## src/rtl/bsl_regs.svh

```systemverilog
// Purpose: register offsets, field positions and reset values of the strap latch
// Assumes: included by bare name from the design and bench modules
// Notes:   definitions only
`ifndef BSL_REGS_SVH
`define BSL_REGS_SVH

// ==========================================================================
// register offsets
`define BSL_ADDR_W        8
`define BSL_OFF_STRAP     8'h00
`define BSL_OFF_CTRL      8'h04
`define BSL_OFF_STATUS    8'h08
`define BSL_OFF_PINS      8'h0c

// ==========================================================================
// strap word layout
`define BSL_STRAP_W       5
`define BSL_BIT_LDO       0
`define BSL_BIT_SEL       1
`define BSL_BIT_AUX       2
`define BSL_BIT_LOG       3
`define BSL_BIT_SDIO      4
`define BSL_PULL_UP_MASK  5'h1a
`define BSL_STRAP_RST     5'h1a
// edges after reset release until the pad synchroniser holds real levels
`define BSL_FILL_N        2

// ==========================================================================
// override control layout
`define BSL_CTRL_W        5
`define BSL_CTRL_RST      5'h00
`define BSL_CTRL_LDO_EN   0
`define BSL_CTRL_LDO_1V8  1
`define BSL_CTRL_SDIO_EN  2
`define BSL_CTRL_SDIO_IN  3
`define BSL_CTRL_SDIO_OUT 4

// ==========================================================================
// status layout
`define BSL_STAT_RUN      0
`define BSL_STAT_BOOT_LO  1
`define BSL_STAT_BOOT_HI  2
`define BSL_STAT_1V8      3
`define BSL_STAT_LOG      4
`define BSL_STAT_SDIO_IN  5
`define BSL_STAT_SDIO_OUT 6

`endif

```

## src/rtl/bsl_pkg.sv

```systemverilog
// Purpose: types shared by the strap latch and its bench
// Assumes: nothing
// Notes:   constants live in bsl_regs.svh
package bsl_pkg;

    // ======================================================================
    // boot source decoded from the strap word
    typedef enum logic [1:0] {
        BSL_BOOT_SPI,
        BSL_BOOT_DOWNLOAD,
        BSL_BOOT_UNDEF
    } bsl_boot_t;

    // ======================================================================
    // block state: held in reset or running
    typedef enum logic {
        BSL_ST_HOLD,
        BSL_ST_RUN
    } bsl_state_t;

endpackage

```

## src/rtl/bsl_sync.sv

```systemverilog
// Purpose: two-stage synchroniser for the strap pad inputs
// Assumes: one clock, asynchronous active-low reset
// Notes:   only the second stage may be read outside
`timescale 1ns/1ps
module bsl_sync #(
    parameter int          WIDTH   = 5,
    parameter logic [WIDTH-1:0] RST_VAL = '0
) (
    input  wire logic             clk,
    input  wire logic             resetn,
    input  wire logic [WIDTH-1:0] d,
    output logic      [WIDTH-1:0] q
);

    logic [WIDTH-1:0] meta_q;

    always_ff @(posedge clk or negedge resetn) begin
        if (!resetn) begin
            meta_q <= RST_VAL;
            q      <= RST_VAL;
        end else begin
            meta_q <= d;
            q      <= meta_q;
        end
    end

endmodule // bsl_sync

```

## src/rtl/bsl_top.sv

```systemverilog
// Purpose: latch five configuration straps at reset release and decode them
// Assumes: all inputs synchronous to clk except the strap pads, which are
//          synchronised here; register reads answer one cycle later
// Notes:   pads are split into input, output and output enable; the pulls
//          are requested through pull_en and pull_up
//
// The plain strobed port and the register offsets were chosen for this implementation.
`timescale 1ns/1ps
`include "bsl_regs.svh"

// What this block does
// RULE_01: five strap pins form five latched bits
// RULE_02: software reads latched bits, not live pins
// RULE_03: straps sampled during every system reset
// RULE_04: captured bits stay fixed until next reset
// RULE_05: weak pulls enabled while reset is active
// RULE_06: pins return to normal function after reset
// RULE_07: ldo strap selects 3.3V or 1.8V
// RULE_08: boot select high SPI, both low download
// RULE_09: log strap enables boot log on uart0_transmit
// RULE_10: log and sdio straps pick SDIO edges
// RULE_11: firmware bits override supply and SDIO timing
// RULE_12: outside drives straps and holds until sampled
// RULE_13: enable high runs, low holds in reset
// RULE_14: capture at reset release, then drop pulls
// RULE_15: decoded outputs valid from first cycle after
module bsl_top
    import bsl_pkg::*;
#(
    parameter int DATA_W = 32
) (
    input  wire logic                    clk,
    input  wire logic                    resetn,
    input  wire logic                    enable,
    input  wire logic [`BSL_STRAP_W-1:0] strap_pin_in,
    output logic      [`BSL_STRAP_W-1:0] strap_pin_out,
    output logic      [`BSL_STRAP_W-1:0] strap_pin_oe,
    output logic      [`BSL_STRAP_W-1:0] pull_en,
    output logic      [`BSL_STRAP_W-1:0] pull_up,
    input  wire logic [`BSL_STRAP_W-1:0] func_out,
    input  wire logic [`BSL_STRAP_W-1:0] func_oe,
    output logic      [`BSL_STRAP_W-1:0] func_in,
    input  wire logic [`BSL_ADDR_W-1:0]  reg_addr,
    input  wire logic [DATA_W-1:0]       reg_wdata,
    input  wire logic                    reg_wr,
    input  wire logic                    reg_rd,
    output logic      [DATA_W-1:0]       reg_rdata,
    output logic                         strap_valid,
    output logic      [`BSL_STRAP_W-1:0] strap_bits,
    output bsl_boot_t                    boot_mode,
    output logic                         flash_io_1v8,
    output logic                         boot_log_en,
    output logic                         sdio_in_rising,
    output logic                         sdio_out_rising
);

    // ======================================================================
    // decode helpers

    // boot source from a strap word; select low with aux high is undefined
    function automatic bsl_boot_t boot_decode(
        input logic [`BSL_STRAP_W-1:0] b
    );
        bsl_boot_t m;
        if (b[`BSL_BIT_SEL]) begin
            m = BSL_BOOT_SPI;
        end else if (!b[`BSL_BIT_AUX]) begin
            m = BSL_BOOT_DOWNLOAD;
        end else begin
            m = BSL_BOOT_UNDEF;
        end
        return m;
    endfunction

    // sdio edges from a strap word: [1] input rising, [0] output rising
    function automatic logic [1:0] sdio_decode(
        input logic [`BSL_STRAP_W-1:0] b
    );
        return {b[`BSL_BIT_LOG], b[`BSL_BIT_SDIO]};
    endfunction

    // pad-side word passed only while running, zero in hold
    function automatic logic [`BSL_STRAP_W-1:0] run_gate(
        input logic [`BSL_STRAP_W-1:0] w,
        input logic                    run
    );
        return w & {`BSL_STRAP_W{run}};
    endfunction

    // ======================================================================
    // declarations

    logic [`BSL_STRAP_W-1:0] pins_sync;
    logic [`BSL_FILL_N-1:0]  fill_q;
    logic [`BSL_FILL_N-1:0]  fill_d;
    bsl_state_t              state_q;
    bsl_state_t              state_d;
    logic [`BSL_STRAP_W-1:0] strap_q;
    logic [`BSL_STRAP_W-1:0] strap_d;
    logic                    valid_q;
    logic [`BSL_CTRL_W-1:0]  ctrl_q;
    logic [`BSL_CTRL_W-1:0]  ctrl_d;
    logic [`BSL_STRAP_W-1:0] pad_out_q;
    logic [`BSL_STRAP_W-1:0] pad_oe_q;
    logic [`BSL_STRAP_W-1:0] pull_en_q;
    logic [`BSL_STRAP_W-1:0] pull_up_q;
    logic [`BSL_STRAP_W-1:0] func_in_q;
    logic [DATA_W-1:0]       rdata_q;
    logic [DATA_W-1:0]       rdata_d;
    // decoded settings, one flop each except boot_q, which takes two
    bsl_boot_t               boot_q;
    logic                    ldo_1v8_q;
    logic                    log_en_q;
    logic                    sdio_in_q;
    logic                    sdio_out_q;

    // ======================================================================
    // pad input synchroniser
    // its reset value is the pull pattern, so reset and hold look alike
    bsl_sync #(
        .WIDTH   (`BSL_STRAP_W),
        .RST_VAL (`BSL_STRAP_RST)
    ) u_sync (
        .clk    (clk),
        .resetn (resetn),
        .d      (strap_pin_in),
        .q      (pins_sync)
    );

    // ======================================================================
    // synchroniser fill

    // the synchroniser shows its reset value for two edges after release;
    // a capture before it fills would latch the defaults, not the pads
    wire sync_full = fill_q[`BSL_FILL_N-1];

    assign fill_d = {fill_q[`BSL_FILL_N-2:0], 1'b1};

    always_ff @(posedge clk or negedge resetn) begin
        if (!resetn) begin
            fill_q <= '0;
        end else begin
            fill_q <= fill_d;
        end
    end

    // ======================================================================
    // reset sequencing

    // enable low acts as a synchronous reset back to hold
    wire in_hold  = (state_q == BSL_ST_HOLD);
    wire running  = (state_q == BSL_ST_RUN);
    wire capture  = in_hold && enable && sync_full; // RULE_14
    wire drop_run = running && !enable;   // RULE_13

    always_comb begin
        state_d = state_q;
        case (state_q)
            BSL_ST_HOLD: begin
                if (capture) begin
                    state_d = BSL_ST_RUN; // RULE_13
                end
            end
            BSL_ST_RUN: begin
                if (!enable) begin
                    state_d = BSL_ST_HOLD; // RULE_13
                end
            end
            default: begin
                state_d = BSL_ST_HOLD;
            end
        endcase
    end

    always_ff @(posedge clk or negedge resetn) begin
        if (!resetn) begin
            state_q <= BSL_ST_HOLD;
        end else begin
            state_q <= state_d;
        end
    end

    // ======================================================================
    // strap latch

    // synchronised pins are taken only on the release edge
    assign strap_d = capture ? pins_sync : strap_q; // RULE_03 RULE_04

    always_ff @(posedge clk or negedge resetn) begin
        if (!resetn) begin
            strap_q <= `BSL_STRAP_RST;
            valid_q <= 1'b0;
        end else begin
            strap_q <= strap_d; // RULE_01
            // valid tracks the state register one for one
            valid_q <= running ? !drop_run : capture;
        end
    end

    // ======================================================================
    // firmware override control

    wire sel_strap  = (reg_addr == `BSL_OFF_STRAP);
    wire sel_ctrl   = (reg_addr == `BSL_OFF_CTRL);
    wire sel_status = (reg_addr == `BSL_OFF_STATUS);
    wire sel_pins   = (reg_addr == `BSL_OFF_PINS);
    // firmware can write the overrides only once the straps are latched
    wire ctrl_wr    = reg_wr && sel_ctrl && running;

    // overrides are cleared by any reset so a new boot starts from straps
    assign ctrl_d = in_hold ? `BSL_CTRL_RST
                  : ctrl_wr ? reg_wdata[`BSL_CTRL_W-1:0]
                  : ctrl_q; // RULE_11

    always_ff @(posedge clk or negedge resetn) begin
        if (!resetn) begin
            ctrl_q <= `BSL_CTRL_RST;
        end else begin
            ctrl_q <= ctrl_d;
        end
    end

    // ======================================================================
    // decoded settings

    // the source word bypasses the latch on the capture edge so that the
    // decoded outputs change together with the strap bits
    wire [`BSL_STRAP_W-1:0] src_bits = capture ? pins_sync : strap_q; // RULE_15
    wire [1:0]              src_sdio = sdio_decode(src_bits);          // RULE_10

    wire ovr_ldo  = ctrl_d[`BSL_CTRL_LDO_EN];
    wire ovr_sdio = ctrl_d[`BSL_CTRL_SDIO_EN];

    wire       ldo_1v8_d = ovr_ldo ? ctrl_d[`BSL_CTRL_LDO_1V8]
                                   : src_bits[`BSL_BIT_LDO]; // RULE_07 RULE_11
    wire       sdio_in_d = ovr_sdio ? ctrl_d[`BSL_CTRL_SDIO_IN]
                                    : src_sdio[1]; // RULE_10 RULE_11
    wire       sdio_out_d = ovr_sdio ? ctrl_d[`BSL_CTRL_SDIO_OUT]
                                     : src_sdio[0]; // RULE_10 RULE_11
    wire       log_en_d  = src_bits[`BSL_BIT_LOG]; // RULE_09
    bsl_boot_t boot_d;
    assign     boot_d    = boot_decode(src_bits); // RULE_08

    always_ff @(posedge clk or negedge resetn) begin
        if (!resetn) begin
            boot_q     <= BSL_BOOT_SPI;
            ldo_1v8_q  <= 1'b0;
            log_en_q   <= 1'b0;
            sdio_in_q  <= 1'b0;
            sdio_out_q <= 1'b0;
        end else begin
            boot_q     <= boot_d;
            ldo_1v8_q  <= ldo_1v8_d;
            log_en_q   <= log_en_d;
            sdio_in_q  <= sdio_in_d;
            sdio_out_q <= sdio_out_d;
        end
    end

    // ======================================================================
    // pad control

    // in hold the pads float with their weak pulls; once running the
    // normal-function logic owns them
    wire                    run_d    = capture || (running && !drop_run);
    wire [`BSL_STRAP_W-1:0] run_mask = {`BSL_STRAP_W{run_d}};

    always_ff @(posedge clk or negedge resetn) begin
        if (!resetn) begin
            pad_out_q <= '0;
            pad_oe_q  <= '0;
            pull_en_q <= '1;
            pull_up_q <= `BSL_PULL_UP_MASK;
            func_in_q <= '0;
        end else begin
            pad_out_q <= run_gate(func_out, run_d); // RULE_06
            pad_oe_q  <= run_gate(func_oe, run_d);  // RULE_06
            pull_en_q <= ~run_mask;           // RULE_05 RULE_14
            pull_up_q <= `BSL_PULL_UP_MASK;   // RULE_05
            func_in_q <= run_gate(pins_sync, run_d); // RULE_06
        end
    end

    // ======================================================================
    // register read port

    logic [DATA_W-1:0] status_word;

    always_comb begin
        status_word                       = '0;
        status_word[`BSL_STAT_RUN]        = valid_q;
        status_word[`BSL_STAT_BOOT_HI:`BSL_STAT_BOOT_LO] = boot_q;
        status_word[`BSL_STAT_1V8]        = ldo_1v8_q;
        status_word[`BSL_STAT_LOG]        = log_en_q;
        status_word[`BSL_STAT_SDIO_IN]    = sdio_in_q;
        status_word[`BSL_STAT_SDIO_OUT]   = sdio_out_q;
    end

    // strap offset shows the latch; the live pads have an offset of their own
    // unmapped offsets and idle cycles read as zero
    always_comb begin
        rdata_d = '0;
        if (reg_rd) begin
            if (sel_strap) begin
                rdata_d[`BSL_STRAP_W-1:0] = strap_q; // RULE_02
            end else if (sel_ctrl) begin
                rdata_d[`BSL_CTRL_W-1:0] = ctrl_q;
            end else if (sel_status) begin
                rdata_d = status_word;
            end else if (sel_pins) begin
                rdata_d[`BSL_STRAP_W-1:0] = pins_sync;
            end else begin
                rdata_d = '0;
            end
        end
    end

    always_ff @(posedge clk or negedge resetn) begin
        if (!resetn) begin
            rdata_q <= '0;
        end else begin
            rdata_q <= rdata_d;
        end
    end

    // ======================================================================
    // outputs

    // each output is driven straight from its flop
    assign strap_pin_out   = pad_out_q;
    assign strap_pin_oe    = pad_oe_q;
    assign pull_en         = pull_en_q;
    assign pull_up         = pull_up_q;
    assign func_in         = func_in_q;
    assign reg_rdata       = rdata_q;
    assign strap_valid     = valid_q;
    assign strap_bits      = strap_q;
    assign boot_mode       = boot_q;
    assign flash_io_1v8    = ldo_1v8_q;
    assign boot_log_en     = log_en_q;
    assign sdio_in_rising  = sdio_in_q;
    assign sdio_out_rising = sdio_out_q;

endmodule // bsl_top

```

## config.mk

```make
export PLATFORM = sky130hd
export DESIGN_NAME = bsl_top
export DESIGN_NICKNAME = d
export VERILOG_FILES = /design/src/rtl/bsl_pkg.sv /design/src/rtl/bsl_sync.sv /design/src/rtl/bsl_top.sv
export VERILOG_INCLUDE_DIRS = /design/src /design/src/rtl
export SDC_FILE = /design/constraint.sdc
export NUM_CORES = 1
export LEC_CHECK = 0
export CAP_MARGIN = 5
export CORE_AREA = 2 2 56 111
export DETAILED_ROUTE_END_ITERATION = 10
export DIE_AREA = 0 0 58 113
export DONT_BUFFER_PORTS = 1
export GPL_TIMING_DRIVEN = 0
export SLEW_MARGIN = 20
export SYNTH_ARGS = -nofsm -noshare
export SYNTH_HDL_FRONTEND = slang
export SYNTH_HIERARCHICAL = 1
export SYNTH_SLANG_ARGS = --single-unit
```

## constraint.sdc

```tcl
create_clock -name clk -period 1.5 [get_ports clk]
set_input_delay 0.075 -clock clk [delete_from_list [all_inputs] [get_ports clk]]
set_output_delay 0.075 -clock clk [all_outputs]
set_load 0.05 [all_outputs]
```

Word-level counts from Yosys, hierarchy flattened
Index checks and enable logic that the tools add are counted.
{ "totals": {"reg_bits": 82, "latchBits": 0, "ramBits": 0, "rom_bits": 0, "inputBits": 60, "out_inout_bits": 69, "word_cells": 54, "mem_count": 0} }
{ "op_classes": {"addsub": 0, "n_mul": 0, "n_div": 0, "magnitude_cmp": 0, "n_eq_ne": 3, "shifts": 0, "n_mux": 19, "n_bitwise": 5, "n_reduce_logical": 10} }
{ "op_table": {"columns": ["cell", "count"], "rows": [
  ["$mux W27", 2],
  ["$mux W32", 1],
  ["$mux W5", 6],
  ["$eq A8 B4 Y1 const B", 2],
  ["$and A5 B5 Y5", 3],
  ["$eq A8 B3 Y1 const B", 1],
  ["$logic_not A8 Y1", 1],
  ["$mux W7", 1],
  ["$logic_and A1 B1 Y1", 6],
  ["$mux W1", 6],
  ["$not A5 Y5", 1],
  ["$mux W2", 2],
  ["$logic_not A1 Y1", 2],
  ["$pmux W1 S2", 1],
  ["$logic_or A1 B1 Y1", 1],
  ["$not A1 Y1", 1]
]} }

Depth between registers and ports, before layout
{ "depth": {"depth_word": 6, "depth_mapped": 5, "ltp_nobuf": 4} }

Modules after synthesis
Netlist, hierarchy kept.
{ "modules_own_cells": {"columns": ["mod", "n_inst", "cells_each", "area_each_um2", "seq_area_each_um2"], "rows": [
  ["bsl_top", 1, 162, 1975.6, 1056.0],
  ["bsl_sync", 1, 10, 257.7, 257.7]
]} }

Worst setup path after synthesis
No wires, ideal clock.
{ "synth_timing": {"path_type": "register to register", "from": "reg state_q (netlist: running)", "to": "reg ldo_1v8_q (netlist: flash_io_1v8)", "setup_ns": 0.094, "arrival_time_ns": 1.559, "required_time_ns": 1.406, "path_slack_ns": -0.154, "stages_incl_launch_ff": 5, "path_buffers": 1, "path_cell_list": "dfrtp_1 -> clkbuf_1 -> nand2_1 -> mux2_4 -> a221oi_2"} }
{ "synth_via": {"elab_chain_len": 5} }
{ "synth_lines": {"columns": ["element", "line_no", "rtl"], "rows": [
  ["start, declared", "bsl_top.sv:96", "bsl_state_t state_q;"],
  ["start signal, assigned", "bsl_top.sv:179", "state_q <= state_d;"],
  ["$not A1 Y1", null, null],
  ["$logic_and A1 B1 Y1 (2 in a row)", "bsl_top.sv:153", "wire capture = in_hold && enable && sync_full;"],
  ["$mux W5", "bsl_top.sv:228", "wire [`BSL_STRAP_W-1:0] src_bits = capture ? pins_sync : strap_q;"],
  ["$mux W1 *", "bsl_top.sv:234", "wire ldo_1v8_d = ovr_ldo ? ctrl_d[`BSL_CTRL_LDO_1V8]"],
  ["named net ldo_1v8_d", "bsl_top.sv:234", null],
  ["end signal, assigned", "bsl_top.sv:253", "ldo_1v8_q <= ldo_1v8_d;"],
  ["end, declared", "bsl_top.sv:112", "logic ldo_1v8_q;"]
]} }
The timed path passes the listed nets; every way through them passes the cells marked *.

Worst setup path in the final report
{ "layout_timing": {"from": "reg boot_q[0] (netlist: boot_mode[0])", "to": "reg rdata_q[1] (netlist: reg_rdata[1])"} }
{ "layout_via": {"elab_chain_len": 4} }
{ "layout_lines": {"columns": ["element", "line_no", "rtl"], "rows": [
  ["start, declared", "bsl_top.sv:111", "bsl_boot_t boot_q;"],
  ["start signal, assigned", "bsl_top.sv:252", "boot_q <= boot_d;"],
  ["$mux W7", "bsl_top.sv:308", "end else if (sel_status) begin"],
  ["$mux W5", "bsl_top.sv:306", "end else if (sel_ctrl) begin"],
  ["$mux W5", "bsl_top.sv:304", "if (sel_strap) begin"],
  ["$mux W32", "bsl_top.sv:303", "if (reg_rd) begin"],
  ["named net rdata_d[1]", "bsl_top.sv:109", "logic [DATA_W-1:0] rdata_d;"],
  ["end signal, assigned", "bsl_top.sv:322", "rdata_q <= rdata_d;"],
  ["end, declared", "bsl_top.sv:108", "logic [DATA_W-1:0] rdata_q;"]
]} }
The timed path passes the listed nets, and every way through them passes these cells.

==> summary.md <==
| Metric | Value |
|---|---|
| Static Leak | `about 1.4 nW` |
| Crit path cell chain | `mux2i_1, a2111oi_0` |
| Finished layout cell area | `roughly 2800 um^2` |
| Yosys warns | `6` |
| Finished Layout Cells | `around 290` |
| Clock Latency Late Sink | `290 ps` |
| Row cnt | `39` |
| Post-synthesis simple-gate area fraction | `between 10% and 20%` |
| Mean routed wirelength per cell | `between 15 and 20 um` |
| Mapped Avg Cell Area | `13.0 um^2` |
| Max Cap Viol | `0` |
| Cts bufs inserted | `5` |
| Root Driver | `clkbuf_16` |
| Initial Util | `between 30% and 40%` |
| Final net count | `290` |
| Type of the worst min-delay path | `input pin to flip-flop` |
| Die area | `6550 um^2` |
| EDFF count, synth | `0` |
| Core area | `~5700 um^2` |
| Initial antenna violation count | `0` |
| Final TNS setup | `0 ps` |
| Post-Synth Adder-Cell Area | `0%` |
| Chip Height | `113 um` |
| Critical path arrival | `approximately 1600 ps` |
| Critical path capture point type | `flip-flop` |
| #FFs+latches synth | `52` |
| Fin. Hold Viols | `0` |
| Mapped Cells | `172` |
| Final setup viols | `0` |
| Worst EP required | `between 1500 and 2000 ps` |
| Buf+Inv Stages, Crit Path | `0` |
| Die width | `~58 um` |
| Nature of the critical path startpoint | `flip-flop` |
| Inserted Diodes | `0` |
| CP max stage cell | `dfrtp_1` |
| DR vias | `around 1300` |
| GRT Max-Usage Layer | `met2` |
| Multiplexer share of the synthesized area | `around an eighth` |
| Clk_skew | `roughly 6 ps` |
| Met2 GRT Util | `25.8%` |
| CP delay by family, top | `flip-flops` |
| Worst setup path category | `flip-flop to flip-flop` |
| PD cells | `about 1300 nW/um^2` |
| Worst-path clk slew | `about 60 ps` |
| First-pass GRT wire length | `around 7000 um` |
| Slew @ Worst Pin | `roughly 520 ps` |
| Post-DP Area | `~2400 um^2` |
| Pin count of the biggest net entering global routing | `53` |
| Total global-route track usage | `14.6%` |
| Status | `complete, no violations` |
| Largest family of logic cells by synthesized area | `buffers and inverters` |
| M1 GR Usage | `14.1%` |
| Fin crit period | `about 1500 ps` |
| Slew margin rel. | `65.3%` |
| CTS tree | `done` |
| Crit path max fanout | `2` |
| Synth cell count leaders | `dfrtp_1 (42), buf_4 (34), mux2i_1 (18)` |
| P&R area growth vs syn | `26.7%` |
| Synth Flop Type | `dfrtp_1` |
| Share of the synthesized area in the top cell type | `47.1%` |
| Total power | `~3.6 mW` |
| Number of global-route vias before repair | `1348` |
| CP peak stage delay | `~650 ps` |
| Layout cells sized above 1 | `about a third` |
| Met3 GRT Util | `approximately 5.4%` |
| Fmax | `687 MHz` |
| I/O pin count | `roughly 130` |
| WL final | `4450 um` |
| Htree depth | `2` |
| Sink Count | `52` |
| Asr flop ratio synth | `100%` |
| Xor and xnor area share after synthesis | `0%` |
| IO buf count | `0` |
| DRT Pass-1 Iters | `4` |
| Gpl congestion | `around 0.8` |
| Final period utilization | `97.0%` |
| Utilization after layout | `approximately 50%` |
| Max VDD drop | `0.992 mV` |
| Antenna Nets Post-Route | `0` |
| Cell Area, Synth | `approximately 2200 um^2` |
| Count leader, synth | `dfrtp_1` |
| Synth area leader | `dfrtp_1` |
| GRT overflow | `0` |
| Vias per cell | `about 4.5` |
| Unrepaired setup endpoints after global routing | `yes` |
| DRC | `0` |
| Number of distinct library cells after synthesis | `30` |
| Dpl cells | `262` |
| Seq/Total Area, Yosys | `58.8%` |
| Max clock buf depth | `2` |
| Final number of max-transition violations | `0` |
| Synth area leaders | `dfrtp_1 (47%), dfstp_2 (12%), buf_4 (11%)` |
| Post-DP HPWL | `around 3200 um` |
| DR iter-0 viols | `20` |
| Synth Area in Compound Gates | `under 10%` |
-- flip-flops by register name, indices dropped and copies added, names as in the netlist, 5 cells and up --
signal,count
reg_rdata,7
ctrl_q,5
func_in,5
strap_bits,5
strap_pin_oe,5
strap_pin_out,5
u_sync/meta_q,5
u_sync/q,5
-- layout make-up --
cell class | count | area (um^2)
Multi-Input combinational cell | 107 | 744
Clock buffer | 8 | 146
Inverter | 3 | 11.3
Sequential cell | 52 | 1320
Timing Repair Buffer | 23 | 243
Tap cell | 61 | 76.3
Buffer | 38 | 294
Fill cell | 491 | 2830
-- layout by cell type (no fill, tap or decap), drive strengths merged --
| master | count |
|---|---|
| or2 | 1 |
| nor2 | 7 |
| nand3 | 1 |
| a2111oi | 2 |
| a221oi | 1 |
| nor2b | 5 |
| dlygate4sd3 | 20 |
| o21a | 1 |
| a21oi | 3 |
| mux2 | 7 |
| nor4 | 1 |
| buf | 38 |
| nand4 | 1 |
| inv | 3 |
| nor3 | 2 |
| conb | 31 |
| and4b | 2 |
| mux2i | 18 |
| dfstp | 10 |
| nand2b | 1 |
| o221a | 3 |
| nand2 | 3 |
| and2 | 15 |
| and3 | 1 |
| clkbuf | 11 |
| dfrtp | 42 |
| nand3b | 1 |
-- metrics by stage --
stage,setup slack [ps],hold WS (ps)
finish,44.4,39.0
floorplan,14.3,-221
detailed placement,-399,-219
CTS,21.1,37.4
global placement,-362,-219
global route,-3.73,84.5
-- power breakdown --
group	total [mW]	internal, mW	switching [mW]
Clock	1.13	0.666	0.466
Combinational	0.522	0.204	0.318
Sequential	1.90	1.52	0.384
-- metal layers --
layer,vias to the layer above,wire length [um],share of wire (%)
met5,-,0,0
met4,0,144,3.2
met3,7,407,9.1
met2,73,2480,56
met1,616,1420,32
li1,627,-,-
-- kinds of logic (layout without fill, tap and decap cells) --
logic type,after synthesis,in the layout
AO/OA/AOI/OAI,10,10
buffers and inverters,42,72
flip-flops,52,52
multiplexers,25,25
other,2,31
AND/OR/NAND/NOR,41,41
-- worst paths after layout --
path	start	endpoint	slack, ps	depth (start not counted)
setup / recovery	boot_mode[0]	reg_rdata[1]	40	2
hold / removal	reg_wdata[1]	flash_io_1v8	40	2
setup reg to reg	boot_mode[0]	reg_rdata[1]	40	2
hold reg to reg	u_sync/meta_q[0]	u_sync/q[0]	350	0
max in group asynchronous	resetn	strap_bits[4]	920	2
min in group asynchronous	resetn	func_in[2]	290	2
-- what timing repair did --
action,CTS,global route
buffers inserted,1,0
hold endpoints to repair,71,0
endpoints found under the setup margin,13,6
hold buffers,21,0
gates resized for setup,7,1
gates cloned,1,0
pin swaps,0,2
Power figures use the tool's default switching activity.
